File: src/hw/pcmd_pkg.sv
// Operation
// - Item codes 1-8: position to control method
// - Item codes 9-16: pattern to repeat step
// - Step 1-150 selects step, 0 current step
// - Data change on moving axis gives 472
// - Teach run on moving axis: 461/463
// - Teach entry n at consecutive staging words
// - Teach write stores exactly requested count, max 16
// - Teach entries go to consecutive steps
// - Teach run covers at most sixteen steps
// - Method 1 saves to flash, 0 RAM only
// - Selector 0 goal position, 1 speed
// - Save copies selected axes data to flash
// - Save while any axis moves gives 172
// - Save mask bit0 X, bit1 Y
// - Homing on moving axis gives 201
// - Direct start on moving axis gives 221
// - Per-axis operating flag readable
// - Per-axis error flag set on error
// - Axis selector 0 or 1
// - Direct start goal is signed 32-bit
package pcmd_pkg;
    localparam int unsigned AXES = 2;
    localparam int unsigned AW = 8;
    localparam int unsigned DW = 32;
    localparam int unsigned STEP_W = 8;
    localparam int unsigned ITEM_W = 4;
    localparam int unsigned CNT_W = 5;
    localparam int unsigned MEM_AW = 1 + STEP_W + ITEM_W;
    localparam int unsigned WORD_LSB = 2;
    // Register byte offsets
    localparam logic [AW-1:0] ADDR_MASK = 8'hfc;
    localparam logic [AW-1:0] REG_CMD = 8'h00;
    localparam logic [AW-1:0] REG_ARG0 = 8'h04;
    localparam logic [AW-1:0] REG_ARG1 = 8'h08;
    localparam logic [AW-1:0] REG_STAT = 8'h0c;
    localparam logic [AW-1:0] REG_ERRC = 8'h10;
    localparam logic [AW-1:0] STAGE_BASE = 8'h40;
    localparam logic [AW-1:0] STAGE_END = 8'h7c;
    localparam logic [1:0] RESP_OKAY = 2'h0;
    localparam logic [1:0] RESP_DECERR = 2'h3;
    // Reject codes
    localparam logic [15:0] ERR_CHG_BUSY = 16'h01d8;
    localparam logic [15:0] ERR_PTEACH_BUSY = 16'h01cd;
    localparam logic [15:0] ERR_STEACH_BUSY = 16'h01cf;
    localparam logic [15:0] ERR_SAVE_BUSY = 16'h00ac;
    localparam logic [15:0] ERR_HOME_BUSY = 16'h00c9;
    localparam logic [15:0] ERR_DST_BUSY = 16'h00dd;
    localparam logic [15:0] ERR_ARG = 16'h0fff;
    // Current-step selector, memory rows beyond the step range, field codes
    localparam logic [STEP_W-1:0] STEP_CUR = 8'h00;
    localparam logic [STEP_W-1:0] STAGE_STEP = 8'hfe;
    localparam logic [STEP_W-1:0] TABLE_STEP = 8'hff;
    localparam logic SEL_SPEED = 1'b1;
    localparam logic METHOD_NV = 1'b1;

    typedef logic [STEP_W-1:0] pcmd_step_t;
    typedef enum logic [4:0] {
        IT_GOAL = 5'h01, IT_ARC_AUX = 5'h02, IT_SPEED = 5'h03, IT_DWELL = 5'h04,
        IT_MCODE = 5'h05, IT_ARC_TURNS = 5'h06, IT_OP_METHOD = 5'h07, IT_CTRL = 5'h08,
        IT_PATTERN = 5'h09, IT_COORD = 5'h0a, IT_ARC_SIZE = 5'h0b, IT_ACC_NO = 5'h0c,
        IT_DEC_NO = 5'h0d, IT_ARC_METHOD = 5'h0e, IT_ARC_DIR = 5'h0f, IT_REPEAT = 5'h10
    } pcmd_item_t;
    typedef enum logic [2:0] {
        OP_NONE = 3'b000, OP_CHG = 3'b001, OP_TWR = 3'b010, OP_TRUN = 3'b011,
        OP_SAVE = 3'b100, OP_HOME = 3'b101, OP_DST = 3'b110
    } pcmd_op_t;
    typedef enum logic [1:0] {ST_IDLE = 2'b00, ST_RD = 2'b01, ST_WR = 2'b10} pcmd_st_t;
    typedef struct packed {
        logic [26:0] rsv;
        logic axis;
        logic rsv1;
        pcmd_op_t op;
    } pcmd_cmd_t;
    typedef struct packed {
        logic [15:0] rsv;
        pcmd_step_t step;
        logic [2:0] rsv1;
        logic [4:0] item;
    } pcmd_chg_t;
    typedef struct packed {
        logic [13:0] rsv;
        logic sel;
        logic method;
        logic [2:0] rsv1;
        logic [CNT_W-1:0] cnt;
        pcmd_step_t first;
    } pcmd_arg_t;
    typedef struct packed {
        logic [26:0] rsv;
        logic busy;
        logic [1:0] err;
        logic [1:0] oper;
    } pcmd_stat_t;
    typedef struct packed {
        logic [AXES-1:0] home_start;
        logic [AXES-1:0] dst_start;
        logic signed [31:0] dst_goal;
        logic save_req;
        logic [AXES-1:0] save_mask;
    } pcmd_motion_t;
    typedef struct packed {
        pcmd_st_t st;
        logic teach_data_write_cmd;
        logic axis;
        pcmd_arg_t run;
        logic [CNT_W-1:0] idx;
        logic bvalid;
        logic [1:0] bresp;
        logic rvalid;
        logic [1:0] rresp;
        logic [DW-1:0] rdata;
        logic [DW-1:0] arg0;
        logic [DW-1:0] arg1;
        logic [AXES-1:0] err_flag;
        logic [AXES-1:0][15:0] err_code;
        pcmd_motion_t mo;
    } pcmd_state_t;
endpackage : pcmd_pkg

File: src/hw/pcmd_mem.sv
`timescale 1ns/1ps
module pcmd_mem #(
    parameter int unsigned WIDTH = 32,
    parameter int unsigned ADDR_BITS = 13
) (
    // Clock
    input wire logic aclk,
    // Port
    input wire logic we,
    input wire logic [ADDR_BITS-1:0] addr,
    input wire logic [WIDTH-1:0] wdata,
    output logic [WIDTH-1:0] rdata
);
    logic [WIDTH-1:0] mem [2**ADDR_BITS];

    // Single port, registered read; no reset so it maps onto block RAM
    always_ff @(posedge aclk) begin
        if (we) begin
            mem[addr] <= wdata;
        end
        rdata <= mem[addr];
    end
endmodule : pcmd_mem

File: src/hw/pcmd_top.sv
`timescale 1ns/1ps
module pcmd_top
    import pcmd_pkg::*;
#(
    parameter int unsigned N_STEPS = 150,
    parameter int unsigned TEACH_MAX = 16
) (
    // Clock and reset
    input wire logic aclk,
    input wire logic aresetn,
    // AXI4-Lite write
    input wire logic awvalid,
    output logic awready,
    input wire logic [AW-1:0] awaddr,
    input wire logic [2:0] awprot,
    input wire logic wvalid,
    output logic wready,
    input wire logic [DW-1:0] wdata,
    input wire logic [DW/8-1:0] wstrb,
    output logic bvalid,
    input wire logic bready,
    output logic [1:0] bresp,
    // AXI4-Lite read
    input wire logic arvalid,
    output logic arready,
    input wire logic [AW-1:0] araddr,
    input wire logic [2:0] arprot,
    output logic rvalid,
    input wire logic rready,
    output logic [DW-1:0] rdata,
    output logic [1:0] rresp,
    // Motion engine side
    input wire logic [AXES-1:0] motion_active,
    input wire logic [AXES-1:0] axis_fault,
    input wire pcmd_step_t [AXES-1:0] cur_step,
    output pcmd_motion_t motion
);
    localparam pcmd_step_t MAX_STEP = pcmd_step_t'(N_STEPS);
    localparam logic [CNT_W-1:0] TMAX = CNT_W'(TEACH_MAX);

    // Reserved rows above the steps hold staging and teach tables
    if (N_STEPS < 1 || N_STEPS > 253 || TEACH_MAX < 1 || TEACH_MAX > 16) begin : g_chk
        $error("pcmd_top: N_STEPS or TEACH_MAX out of range");
    end

    pcmd_state_t q, d;
    logic mem_we;
    logic [MEM_AW-1:0] mem_addr;
    logic [DW-1:0] mem_wdata;
    logic [DW-1:0] mem_rdata;
    logic [AW-1:0] wa, ra;
    logic wr_go, ar_go, cmd_acc, in_stage;
    pcmd_cmd_t cmd_w;
    pcmd_chg_t chg;
    pcmd_arg_t arg;
    logic [8:0] run_last;

    function automatic logic [MEM_AW-1:0] maddr(input logic ax, input pcmd_step_t st,
                                                input logic [ITEM_W-1:0] it);
        return {ax, st, it};
    endfunction : maddr

    function automatic logic [DW-1:0] merge(input logic [DW-1:0] old,
                                            input logic [DW-1:0] nw,
                                            input logic [DW/8-1:0] strb);
        logic [DW-1:0] r;
        r = old;
        for (int i = 0; i < DW / 8; i++) begin
            if (strb[i]) begin
                r[i*8 +: 8] = nw[i*8 +: 8];
            end
        end
        return r;
    endfunction : merge

    pcmd_mem #(.WIDTH(DW), .ADDR_BITS(MEM_AW)) u_mem (
        .aclk(aclk),
        .we(mem_we),
        .addr(mem_addr),
        .wdata(mem_wdata),
        .rdata(mem_rdata)
    );

    // Request decode; writes wait while the copy engine owns the memory
    assign wa = awaddr & ADDR_MASK;
    assign ra = araddr & ADDR_MASK;
    assign wr_go = awvalid && wvalid && !q.bvalid && q.st == ST_IDLE;
    assign ar_go = arvalid && !q.rvalid;
    assign cmd_acc = wr_go && wa == REG_CMD;
    assign in_stage = wa >= STAGE_BASE && wa <= STAGE_END;
    assign cmd_w = pcmd_cmd_t'(wdata);
    assign chg = pcmd_chg_t'(q.arg0);
    assign arg = pcmd_arg_t'(q.arg0);
    assign run_last = 9'(arg.first) + 9'(arg.cnt) - 9'h001;

    // Next state: bus slave, command issue, copy engine
    always_comb begin
        logic rej;
        logic [15:0] rej_code;
        logic ax;
        pcmd_step_t tstep;
        rej = 1'b0;
        rej_code = '0;
        ax = cmd_w.axis;
        tstep = pcmd_step_t'(q.run.first + pcmd_step_t'(q.idx));
        d = q;
        d.mo.home_start = '0;
        d.mo.dst_start = '0;
        d.mo.save_req = 1'b0;
        mem_we = 1'b0;
        mem_addr = '0;
        mem_wdata = '0;
        awready = wr_go;
        wready = wr_go;
        arready = ar_go;
        if (q.bvalid && bready) begin
            d.bvalid = 1'b0;
        end
        if (q.rvalid && rready) begin
            d.rvalid = 1'b0;
        end
        if (wr_go) begin
            d.bvalid = 1'b1;
            d.bresp = RESP_OKAY;
            if (in_stage) begin
                // Entry n lands at staging word n-1
                mem_we = 1'b1;
                mem_addr = maddr(1'b0, STAGE_STEP, wa[WORD_LSB +: ITEM_W]);
                mem_wdata = wdata;
            end else begin
                case (wa)
                    REG_ARG0: d.arg0 = merge(q.arg0, wdata, wstrb);
                    REG_ARG1: d.arg1 = merge(q.arg1, wdata, wstrb);
                    REG_STAT: d.err_flag = q.err_flag & ~wdata[3:2];
                    REG_CMD: begin
                        unique case (cmd_w.op)
                            OP_CHG: begin
                                if (motion_active[ax]) begin
                                    rej = 1'b1;
                                    rej_code = ERR_CHG_BUSY;
                                end else if (chg.item < IT_GOAL || chg.item > IT_REPEAT ||
                                             chg.step > MAX_STEP) begin
                                    rej = 1'b1;
                                    rej_code = ERR_ARG;
                                end else begin
                                    // Item code picks the word within the step row
                                    mem_we = 1'b1;
                                    mem_addr = maddr(ax, (chg.step == STEP_CUR) ?
                                                     cur_step[ax] : chg.step,
                                                     ITEM_W'(chg.item - IT_GOAL));
                                    mem_wdata = q.arg1;
                                end
                            end
                            OP_TWR: begin
                                if (arg.cnt > TMAX) begin
                                    rej = 1'b1;
                                    rej_code = ERR_ARG;
                                end else if (arg.cnt != '0) begin
                                    d.st = ST_RD;
                                    d.teach_data_write_cmd = 1'b1;
                                    d.axis = ax;
                                    d.run = arg;
                                    d.idx = '0;
                                end
                            end
                            OP_TRUN: begin
                                if (motion_active[ax]) begin
                                    rej = 1'b1;
                                    rej_code = (arg.sel == SEL_SPEED) ?
                                               ERR_STEACH_BUSY : ERR_PTEACH_BUSY;
                                end else if (arg.cnt > TMAX || arg.cnt == '0 ||
                                             arg.first == STEP_CUR ||
                                             run_last > 9'(MAX_STEP)) begin
                                    rej = 1'b1;
                                    rej_code = ERR_ARG;
                                end else begin
                                    d.st = ST_RD;
                                    d.teach_data_write_cmd = 1'b0;
                                    d.axis = ax;
                                    d.run = arg;
                                    d.idx = '0;
                                end
                            end
                            OP_SAVE: begin
                                if (|motion_active) begin
                                    rej = 1'b1;
                                    rej_code = ERR_SAVE_BUSY;
                                end else begin
                                    d.mo.save_req = 1'b1;
                                    d.mo.save_mask = q.arg0[AXES-1:0];
                                end
                            end
                            OP_HOME: begin
                                if (motion_active[ax]) begin
                                    rej = 1'b1;
                                    rej_code = ERR_HOME_BUSY;
                                end else begin
                                    d.mo.home_start[ax] = 1'b1;
                                end
                            end
                            OP_DST: begin
                                if (motion_active[ax]) begin
                                    rej = 1'b1;
                                    rej_code = ERR_DST_BUSY;
                                end else begin
                                    d.mo.dst_start[ax] = 1'b1;
                                    d.mo.dst_goal = $signed(q.arg1);
                                end
                            end
                            default: ;
                        endcase
                    end
                    default: d.bresp = RESP_DECERR;
                endcase
            end
        end
        // Copy engine: read a word, then write it one cycle later
        unique case (q.st)
            ST_IDLE: ;
            ST_RD: begin
                // Teach run reads the table that a teach write filled
                mem_addr = q.teach_data_write_cmd ? maddr(1'b0, STAGE_STEP, q.idx[ITEM_W-1:0]) :
                           maddr(q.axis, TABLE_STEP, q.idx[ITEM_W-1:0]);
                d.st = ST_WR;
            end
            ST_WR: begin
                mem_we = 1'b1;
                mem_wdata = mem_rdata;
                if (q.teach_data_write_cmd) begin
                    mem_addr = maddr(q.axis, TABLE_STEP, q.idx[ITEM_W-1:0]);
                end else begin
                    mem_addr = maddr(q.axis, tstep, (q.run.sel == SEL_SPEED) ?
                                     ITEM_W'(IT_SPEED - IT_GOAL) :
                                     ITEM_W'(IT_GOAL - IT_GOAL));
                end
                d.idx = q.idx + CNT_W'(1);
                d.st = ST_RD;
                if (q.idx == q.run.cnt - CNT_W'(1)) begin
                    d.st = ST_IDLE;
                    if (!q.teach_data_write_cmd && q.run.method == METHOD_NV) begin
                        // Nonvolatile teaching flushes the axis to flash
                        d.mo.save_req = 1'b1;
                        d.mo.save_mask = '0;
                        d.mo.save_mask[q.axis] = 1'b1;
                    end
                end
            end
            default: d.st = ST_IDLE;
        endcase
        // Reads
        if (ar_go) begin
            d.rvalid = 1'b1;
            d.rresp = RESP_OKAY;
            d.rdata = '0;
            case (ra)
                REG_ARG0: d.rdata = q.arg0;
                REG_ARG1: d.rdata = q.arg1;
                REG_STAT: d.rdata = pcmd_stat_t'{rsv: '0, busy: q.st != ST_IDLE,
                                                 err: q.err_flag,
                                                 oper: motion_active};
                REG_ERRC: d.rdata = q.err_code;
                default: d.rresp = RESP_DECERR;
            endcase
        end
        // Set wins over the software clear above
        if (rej) begin
            d.err_flag[ax] = 1'b1;
            d.err_code[ax] = rej_code;
        end
        d.err_flag = d.err_flag | axis_fault;
    end

    // State register
    always_ff @(posedge aclk) begin
        if (!aresetn) begin
            q <= '0;
        end else begin
            q <= d;
        end
    end

    assign bvalid = q.bvalid;
    assign bresp = q.bresp;
    assign rvalid = q.rvalid;
    assign rdata = q.rdata;
    assign rresp = q.rresp;
    assign motion = q.mo;

    // Helper: words written by the current copy
    logic [CNT_W-1:0] wr_cnt_q;
    always_ff @(posedge aclk) begin
        if (!aresetn || q.st == ST_IDLE) begin
            wr_cnt_q <= '0;
        end else if (q.st == ST_WR) begin
            wr_cnt_q <= wr_cnt_q + CNT_W'(1);
        end
    end
endmodule : pcmd_top

File: config.mk
export PLATFORM = sky130hd
export DESIGN_NAME = pcmd_top
export DESIGN_NICKNAME = d
export VERILOG_FILES = /design/src/hw/pcmd_pkg.sv /design/src/hw/pcmd_mem.sv /design/src/hw/pcmd_top.sv
export SDC_FILE = /design/constraint.sdc
export NUM_CORES = 1
export LEC_CHECK = 0
export BUFFER_PORTS_ARGS = -buffer_cell sky130_fd_sc_hd__buf_2
export CAP_MARGIN = 30
export CELL_PAD_IN_SITES_DETAIL_PLACEMENT = 1
export CELL_PAD_IN_SITES_GLOBAL_PLACEMENT = 2
export CORE_MARGIN = 2
export CORE_UTILIZATION = 33
export DETAILED_ROUTE_END_ITERATION = 16
export PLACE_DENSITY = 0.78
export SLEW_MARGIN = 30
export SYNTH_ARGS = -nofsm -noshare
export SYNTH_HDL_FRONTEND = slang
export SYNTH_SLANG_ARGS = --single-unit
File: constraint.sdc
create_clock -name aclk -period 4.1 [get_ports aclk]
set_input_delay 0.615 -clock aclk [delete_from_list [all_inputs] [get_ports aclk]]
set_output_delay 0.615 -clock aclk [all_outputs]
set_load 0.01 [all_outputs]
-- Word level (Yosys, flattened, before mapping)
Cells that the tools add are included.
- register bits: 216
- bits in latches: 0
- memory bits (writable): 0
- bits in read-only memories: 0
- bits of input ports: 85
- output and inout port bits: 80
- word-level logic and storage cells: 201
- memories kept: 0
- $add $sub $neg: 4
- multiply operators: 0
- div/mod/pow operators: 0
- magnitude comparators: 11
- equality and inequality tests: 33
- shifts and indexed selects: 0
- multiplexer cells: 63
- bitwise gates (word level): 11
- reductions and logical operators: 48
- operators by type and width (operator ; number):
    41-bit 2-to-1 mux ; 6
    32-bit case mux with 4 select lines ; 1
    16-bit case mux with 6 select lines ; 1
    41-bit case mux with 2 select lines ; 1
    16-bit 2-to-1 mux ; 4
    12-bit 2-to-1 mux ; 5
    44-bit 2-to-1 mux ; 1
    35-bit 2-to-1 mux ; 1
    34-bit 2-to-1 mux ; 1
    32-bit bitwise mux ; 1
    4-bit AND reduction ; 8
    6-bit by 2-bit == test with 1-bit output (second input constant) ; 4
    3-bit 2-to-1 mux ; 8
    8-bit 2-to-1 mux ; 3
    3-bit != test (second input constant) ; 8
    8-bit AND reduction ; 3
    1-bit 2-to-1 mux ; 17
    16-bit demux with 1-bit select ; 1
    8-bit logical NOT ; 2
    2-bit 2-to-1 mux ; 7
    2-bit != test (second input constant) ; 7
    6-bit by 1-bit == test with 1-bit output (second input constant) ; 2
    2-bit nonzero test ; 6
    6-bit OR reduction ; 2
    other kinds (39) ; 70

-- Logic depth before layout (Yosys ltp)
Gate-level depths: netlist of the first run.
- depth after elaboration: 13
- mapped depth: 13
- depth with buffers taken out: 12

-- Worst setup path before layout of the first run
Ideal clock, no wire load.
- path kind: reg-to-reg
- start point: reg q, in the netlist arg[9]
- end point: reg with a tool-made name
- library setup time: 0.119 ns
- data arrival time: 3.216 ns
- data required time: 3.981 ns
- path slack: 0.765 ns
- stages on the path, launching flop included: 14
- path buffers: 1
- period minus slack after synthesis: 3.335 ns
- path through: dfxtp_1 > inv_1 > ha_1 > inv_1 > ha_1 > fa_1 > a21o_4 > a2111oi_4 > o31ai_2 > a211oi_4 > nor3_2 > or2_1 > buf_2 > o221a_1
- RTL lines (item ; RTL line ; text):
    from (decl) ; pcmd_top.sv:46 ; pcmd_state_t q, d;
    from (signal assigned) ; pcmd_top.sv:276 ; q <= '0;
    from (signal assigned) ; pcmd_top.sv:278 ; q <= d;

==> results_dict.tcl, run 1 <==
set metrics [dict create \
    synth-seq-cells 182 \
    clock_latency_ps 440 \
    worstMarginPinSlew_ps 820 \
    critical_path.endpoint_type "register" \
    num-nets-final 1154 \
    die_h_um 167 \
    io_buffers 138 \
    synthSimpleGateAreaFrac_pct 19.1 \
    cts.reportedPaths.clkPinSlew_ps 80 \
    leakagePower_nw 3.74 \
    fillCellCount 3107 \
    postCtsSetupBuffers 0 \
    worstPathArrival_ps 4110 \
    r2r_slack_ps 360 \
    worstHoldEndpoint "q[98]" \
    crit_chain "inv_1 -> ha_1 -> inv_1 -> ha_1 -> fa_1 -> a21o_4 -> and3_2 -> o211ai_1 -> a31oi_4 -> o21ai_0 -> a41oi_1 -> mux2i_1" \
    whs_path_depth 3 \
    startpoint_type "register" \
    fin_tns_setup_ps 0 \
    cts_resized 0 \
    synth_cell_types 84 \
    path_max_fanout 6 \
    synth_edf_count 0 \
    holdBufCountCts 0 \
    synthAdderAreaFrac_pct 2.37 \
    grt_remaining_overflow 0 \
    clk_path_buf_depth 2 \
    cts_tree "built" \
    synthMuxAreaShare_pct 4.87 \
    power_mw 3.58 \
    yosysWarnings 0 \
    fin_crit_sh_pct 91.3 \
    track_usage_pct 19.8 \
    ys.flop_type "dfxtp_1" \
    ir_drop_mv 0.266 \
    finalHoldViolCount 0 \
    reg2reg_from "arg[9]" \
    numCtsBuffers 17 \
    path_class "register to register" \
    skew_ps 15.9 \
    yosysSeqAreaShare_pct 41.6 \
    htreeDepth 4 \
    reg2regPathDepth 12 \
    syn2layout_area_growth_pct 11.8 \
    drv_slew 0 \
    async_flop_share_pct 0 \
    drc 0 \
    dr.pass1.iters 6 \
    grt_pass1_vias 7563 \
    viasPerCell 5.32 \
    dieArea_um2 27900 \
    layout_setup_ws_ps 359 \
    rsz0062_at_grt "no" \
    grt_pass1_wl_um 43700 \
    slowest_stage "o21ai_0" \
    wl_per_cell_um 19.7 \
    initial_core_util_pct 33.6 \
    core_um2 26100 \
    syn_nets 1114 \
    synth-xor-area-share_pct 1.10 \
    hold_class "primary input to register" \
    setup_viol 0 \
    synthCells 1013 \
    grt_max_degree 57 \
    wl_um 27600 \
    period_minus_slack_ps 3740 \
    max_freq_mhz 267 \
    drtIter0Drc 604 \
    hp-start "wdata[25]" \
    io_pins 165 \
    final_cell_mix "182 x dfxtp_1, 148 x nand2_1, 138 x buf_2" \
    drive_above_1_share_pct 21.5 \
    powerDensity_nw_per_um2 365 \
    relSlewSlack_pct 44.7 \
    vias 7465 \
    antenna_found_initial 2 \
    max_stage_delay_ps 710 \
    synth_compound_area_share_pct 19.7 \
    syn_avg_cell_area_um2 8.65 \
    place_ws_ps 399 \
    cp.required_ps 4460 \
    final_common_cell "dfxtp_1" \
    synth_top_family_by_area "compound AO/OA/AOI/OAI gates" \
    gp_congestion 0.872 \
    die_x_um 167 \
    clkSinkCount 182 \
    clock-root-buffer "clkbuf_16" \
    drtAntennaViolNets 0 \
    status "finished, final reports clean" \
    cap_violations 0 \
    hpwl_um 19800 \
    synthesis.area_um2 8760 \
    std_cell_rows 59 \
]
-- cells by family (layout without fill, tap and decap cells) --
| kind of cell | count (synthesis) | in the layout |
|---|---|---|
| DFF | 182 | 182 |
| and+or+nand+nor | 354 | 354 |
| AOI/OAI and AO/OA | 234 | 234 |
| adders and majority gates | 16 | 16 |
| buffers and inverters | 174 | 227 |
| xor gates and xnor gates | 11 | 11 |
| muxes | 42 | 42 |
| other | 0 | 1 |
-- sequential cells by signal (all words and copies together), names as in the netlist, named ones only --
signal,count
rresp,1
rdata,32
rvalid,1
motion,39
arg,32
bresp,1
bvalid,1
q,57
-- synth_stat cells (8+ instances only) --
cell	n	area share, %
a2bb2oi_1	30	3.0
o21ai_0	13	0.74
xnor2_1	8	0.80
buf_4	77	6.6
and3_1	9	0.64
clkbuf_1	54	2.3
nand2_1	148	6.3
and2_1	10	0.71
a21oi_1	90	5.1
ha_1	15	2.1
a222oi_1	27	3.1
nor3_1	11	0.63
o31ai_1	8	0.69
inv_1	32	1.4
nand3_1	27	1.5
nor2_1	93	4.0
dfxtp_1	182	42
a31oi_1	9	0.64
mux2i_1	39	4.5
-- area by class of cell --
type,count,area (µm²),area share [%]
Inverter,32,123,1.25
Clock buffer,17,425,4.34
Multi-Input combinational cell,657,4150,42.3
Timing Repair Buffer,163,878,8.96
Clock inverter,15,161,1.65
Antenna cell,1,2.50,0.0255
Sequential cell,182,3640,37.2
Tap cell,335,419,4.28
-- per-layer routing --
metal	up-vias	global-route usage [%]	part of all wire, %
li1	3594	-	-
met4	2	4.91	1.2
met3	24	3.75	5.2
met5	-	0	0.058
met1	3664	27.2	47
met2	181	32.2	46
-- critical path: cells and delay by family (launching register included) --
family                   cells  cell delay (ps)
multiplexers                 1              230
flip-flops                   1              380
adder cells (fa/ha/maj)      3              940
buffers and inverters        2              120
AO/OA/AOI/OAI                5             1780
AND/OR/NAND/NOR              1              200
-- through the flow --
step	hold WS, ps	instances	utilization [%]	cell area [µm²]
final	427	1402	37.6	9800
after global routing	420	1401	37.6	9800
after CTS	408	1401	37.6	9790
after detailed placement	446	1369	35.3	9210
after global placement	441	1369	35.3	9210
after floorplan	432	1013	-	8760
-- worst max path at each step --
stage | start | to | slack (ps) | cells after the start
3_3_place_gp | arg[9] | register | 460 | 12
6_report | arg[9] | register | 360 | 12
4_1_cts | arg[9] | register | 380 | 12
3_5_place_dp | arg[9] | register | 400 | 12
5_1_grt | arg[9] | register | 190 | 12
2_1_floorplan | arg[9] | register | 760 | 13
-- power breakdown --
group	internal, mW	switching [mW]	total, mW
Combinational	0.0523	0.117	0.169
Sequential	1.77	0.00372	1.77
Clock	0.817	0.818	1.64
Total	2.64	0.939	3.58
Power figures use the tool's default switching activity.
==> inputs of run 2 (changes only) <==
==> constraint.sdc (replaced) <==
create_clock -name aclk -period 4.1 [get_ports aclk]
set_input_delay 0.82 -clock aclk [delete_from_list [all_inputs] [get_ports aclk]]
set_output_delay 0.82 -clock aclk [all_outputs]
set_load 0.01 [all_outputs]
==> run 2 against run 1 <==
  * Clock power up 2%
  * Sequential cell count stayed put
  * Combinational power is essentially flat
  * Critical path type unchanged
  * Largest power group unchanged
  * Highest routed layer unchanged
==> results_dict.tcl, run 2 (synthesis gave the netlist of run 1 again) <==
set metrics [dict create \
    placed_area_um2 9220 \
    io_pins 165 \
    numCtsBuffers 17 \
    drtIter0Drc 751 \
    num-nets-final 1154 \
    rsz0062_at_grt "no" \
    die_x_um 167 \
    crit_chain "inv_1 -> ha_1 -> inv_1 -> ha_1 -> fa_1 -> a21o_4 -> a2111oi_4 -> or4_1 -> a211oi_4 -> buf_4 -> nor3_2 -> nor2_1 -> and3_1" \
    clock-root-buffer "clkbuf_16" \
    period_minus_slack_ps 3690 \
    die_h_um 167 \
    cts_tree "built" \
    setup_viol 0 \
    holdBufCountCts 0 \
    whs_path_depth 2 \
    io_buffers 138 \
    max_freq_mhz 271 \
    fin_tns_setup_ps 0 \
    hold_class "register to register" \
    grt_max_degree 76 \
    std_cell_rows 59 \
    fillCellCount 3092 \
    relSlewSlack_pct 49.4 \
    drc 0 \
    cap_violations 0 \
    startpoint_type "register" \
    clock_latency_ps 440 \
    hpwl_um 19700 \
    track_usage_pct 20.0 \
    path_max_fanout 9 \
    path_class "register to register" \
    dr.pass1.iters 6 \
    r2r_slack_ps 410 \
    cp.required_ps 4430 \
    drtAntennaViolNets 0 \
    largest_register "q" \
    wl_um 27600 \
    drv_slew 0 \
    skew_ps 12.3 \
    final_common_cell "dfxtp_1" \
    max_stage_delay_ps 500 \
    grt_pass1_vias 7530 \
    clkSinkCount 182 \
    power_mw 3.62 \
    status "finished, final reports clean" \
    leakagePower_nw 3.75 \
    ir_drop_mv 0.232 \
    drive_above_1_share_pct 21.4 \
    vias 7507 \
    reg2reg_from "arg[9]" \
    initial_core_util_pct 33.6 \
    powerDensity_nw_per_um2 369 \
    worstPathArrival_ps 4020 \
    finalHoldViolCount 0 \
    dieArea_um2 27900 \
    fin_area_um2 9820 \
    path_buf_inv 3 \
    largest_reg_flops 57 \
    htreeDepth 4 \
    wl_per_cell_um 19.7 \
    r2r-end "q[69]" \
    worstHoldEndpoint "motion[33]" \
    clk_path_buf_depth 2 \
    antenna_found_initial 2 \
    core_um2 26100 \
    grt_pass1_wl_um 43500 \
    hp-start "motion[33]" \
    syn2layout_area_growth_pct 12.1 \
    viasPerCell 5.36 \
    fin_crit_sh_pct 90.0 \
    cp_top_family "simple AND/OR/NAND/NOR gates" \
    cts.reportedPaths.clkPinSlew_ps 80 \
    worstMarginPinSlew_ps 759 \
    grt_remaining_overflow 0 \
    gp_congestion 0.913 \
    cts_resized 0 \
    postCtsSetupBuffers 0 \
    slowest_stage "nor3_2" \
    whs_ps 454 \
    reg2regPathDepth 13 \
    final_cell_mix "182 x dfxtp_1, 148 x nand2_1, 138 x buf_2" \
    critical_path.endpoint_type "register" \
]
run 2: changes by cell type in the layout (fill, tap and decap cells not counted), sizes merged:
cell,change
clkinvlp,-1
bufinv,+1
clkbuf,+1
clkinv,-2
run 2: worst reg2reg max path, delay by kind of cell (launching register included):
kind,cells,cell delay (ps)
AOI/OAI and AO/OA,3,730
adders and majority gates,3,960
and+or+nand+nor,4,1230
DFF,1,370
buffers and inverters,3,300
run 2: area by class of cell:
type                            count  area [µm²]  area share (%)
Sequential cell                   182        3640            37.1
Inverter                           32         123            1.25
Multi-Input combinational cell    657        4150            42.2
Clock inverter                     13         159            1.62
Timing Repair Buffer              163         891            9.07
Tap cell                          335         419            4.27
Clock buffer                       18         439            4.47
Antenna cell                        1        2.50          0.0255
run 2: worst max-delay path by stage:
| stage | startpoint | to | slack (ps) | cells after the start |
|---|---|---|---|---|
| 6_report | arg[9] | q[69] | 410 | 13 |
| 5_1_grt | arg[9] | register | 150 | 12 |
| 4_1_cts | arg[9] | register | 410 | 12 |
| 3_5_place_dp | arg[9] | q[68] | 430 | 13 |
| 3_3_place_gp | arg[9] | register | 460 | 12 |
| 2_1_floorplan | arg[9] | register | 760 | 13 |
run 2: power breakdown:
| group | switching [mW] | total (mW) | internal, mW |
|---|---|---|---|
| sequential | 0.00379 | 1.77 | 1.77 |
| clock | 0.793 | 1.68 | 0.884 |
| combinational | 0.117 | 0.170 | 0.0536 |
| total | 0.913 | 3.62 | 2.71 |
run 2: per-stage QoR:
stage	setup WS [ps]	utilization, %	std cells
2_1_floorplan	765	-	1013
3_3_place_gp	456	35.4	1369
3_5_place_dp	427	35.4	1369
4_1_cts	406	37.7	1400
5_1_grt	150	37.7	1400
6_report	411	37.7	1401
run 2: metal layers:
layer	track usage (%)	routed length (µm)
met1	26.9	12900
met2	32.5	12900
met3	5.01	1490
met4	4.16	304
met5	0	13
==> inputs of run 3 (changes only) <==
- RECOVER_POWER: unset -> 50
==> run 3 against run 2 <==
  * The flow now finishes with violations (max-capacitance violations, max-slew violations)
  * Core utilization is 0.51 points lower
  * Wire length is 0.29% higher
  * Sequential cell count stayed put
  * Largest cell class unchanged
==> results_dict.tcl, run 3 (synthesis gave the netlist of run 1 again) <==
set metrics [dict create \
    hp-start "motion[33]" \
    grt_remaining_overflow 0 \
    rsz0062_at_grt "no" \
    cap_violations 3 \
    dp.cells 1369 \
    path_buf_inv 3 \
    powerDensity_nw_per_um2 373 \
    fin_crit_sh_pct 91.1 \
    final_cell_mix "182 x dfxtp_1, 148 x nand2_1, 93 x nor2_1" \
    numCtsBuffers 17 \
    worstHoldEndpoint "motion[33]" \
    initial_core_util_pct 33.6 \
    wl_um 27700 \
    fillCellCount 3117 \
    leakagePower_nw 3.39 \
    largest_register "q" \
    fin_tns_setup_ps 0 \
    violations "max-capacitance violations, max-slew violations" \
    reg2reg_from "arg[9]" \
    num-nets-final 1154 \
    cts_resized 0 \
    drtIter0Drc 708 \
    dieArea_um2 27900 \
    grt_pass1_wl_um 43500 \
    die_h_um 167 \
    dr.pass1.iters 5 \
    grt_max_degree 76 \
    holdBufCountCts 0 \
    std_cell_rows 59 \
    postCtsSetupBuffers 0 \
    critical_path.endpoint_type "register" \
    clock-root-buffer "clkbuf_16" \
    core_um2 26100 \
    die_x_um 167 \
    wl_per_cell_um 19.8 \
    final_common_cell "dfxtp_1" \
    vias 7501 \
    r2r_slack_ps 370 \
    worstMarginPinSlew_ps 1880 \
    skew_ps 14.4 \
    finalHoldViolCount 0 \
    drive_above_1_share_pct 13.8 \
    viasPerCell 5.35 \
    track_usage_pct 20.0 \
    drtAntennaViolNets 0 \
    path_max_fanout 9 \
    status "finished, violations left" \
    antenna_found_initial 2 \
    instances_no_fill 1401 \
    clk_path_buf_depth 2 \
    period_minus_slack_ps 3730 \
    worstPathArrival_ps 3990 \
    drv_slew 137 \
    hold_class "register to register" \
    relSlewSlack_pct -25.3 \
    crit_chain "inv_1 -> ha_1 -> inv_1 -> ha_1 -> fa_1 -> a21o_4 -> a2111oi_4 -> or4_1 -> a211oi_4 -> buf_4 -> nor3_2 -> or2_1 -> a311oi_2" \
    multi_input_area_um2 4140 \
    max_freq_mhz 268 \
    hpwl_um 19700 \
    startpoint_type "register" \
    path_class "register to register" \
    clock_latency_ps 440 \
    slowest_stage "nor3_2" \
    io_buffers 138 \
    cp_top_family "simple AND/OR/NAND/NOR gates" \
    cts_tree "built" \
    drc 0 \
    io_pins 165 \
    syn2layout_area_growth_pct 10.6 \
    clkSinkCount 182 \
    register_area_um2 3640 \
    whs_path_depth 2 \
    max_stage_delay_ps 500 \
    reg2regPathDepth 13 \
    ir_drop_mv 0.232 \
    cts.reportedPaths.clkPinSlew_ps 80 \
    cp.required_ps 4360 \
    gp_congestion 0.913 \
    setup_viol 0 \
    largest_reg_flops 57 \
    htreeDepth 4 \
    grt_pass1_vias 7530 \
]
run 3: cell types whose count changed in the layout (fill, tap and decap cells not counted):
cell and change:
and2_0 +1, and2_1 -1, buf_12 -1, buf_2 -77, buf_4 -4, clkbuf_1 +80
clkbuf_2 +2, clkinvlp_2 +1, inv_4 -1, nor4b_1 +1, nor4b_2 -1
run 3: worst max-delay path by stage:
stage / from / to / slack (ps) / depth (start not counted)
5_1_grt: arg[9] / register / 150 / 13
3_5_place_dp: arg[9] / q[68] / 430 / 13
2_1_floorplan: arg[9] / register / 760 / 13
4_1_cts: arg[9] / register / 410 / 12
6_report: arg[9] / register / 370 / 13
3_3_place_gp: arg[9] / register / 460 / 12
run 3: per-stage QoR:
step / utilization, % / hold WS, ps / area (µm²) / power, mW / worst slack, ps
after floorplan: - / 432 / 8760 / 1.91 / 765
after global placement: 35.4 / 441 / 9220 / 1.99 / 456
after detailed placement: 35.4 / 446 / 9220 / 1.99 / 427
after CTS: 37.7 / 459 / 9820 / 3.66 / 406
after global routing: 37.2 / 473 / 9690 / 3.75 / 149
final: 37.2 / 457 / 9690 / 3.61 / 367
run 3: worst reg2reg max path, cell delays in order (launching register included):
cell and delay [ps]:
dfxtp_1 380, inv_1 80, ha_1 270, inv_1 40, ha_1 230, fa_1 460, a21o_4 260, a2111oi_4 380
or4_1 210, a211oi_4 90, buf_4 180, nor3_2 500, or2_1 350, a311oi_2 130
run 3: report_power, final:
part | switching (mW) | leakage [nW] | internal [mW]
registers | 0.00386 | 1.47 | 1.77
logic | 0.116 | 1.63 | 0.0505
clock network | 0.788 | 0.290 | 0.884
total | 0.908 | 3.39 | 2.71
run 3: layout make-up:
| type | count | area share, % |
|---|---|---|
| Multi-Input combinational cell | 657 | 42.7 |
| Clock inverter | 13 | 1.64 |
| Timing Repair Buffer | 163 | 7.90 |
| Tap cell | 335 | 4.33 |
| Antenna cell | 1 | 0.0258 |
| Sequential cell | 182 | 37.6 |
| Inverter | 32 | 1.25 |
| Clock buffer | 18 | 4.53 |
run 3: per-layer routing:
metal,wire length [µm],up-vias,track usage (%)
met4,272,2,4.16
met3,1620,21,5.01
met1,12800,3683,26.9
li1,-,3594,-
met5,13,-,0
met2,13000,201,32.5
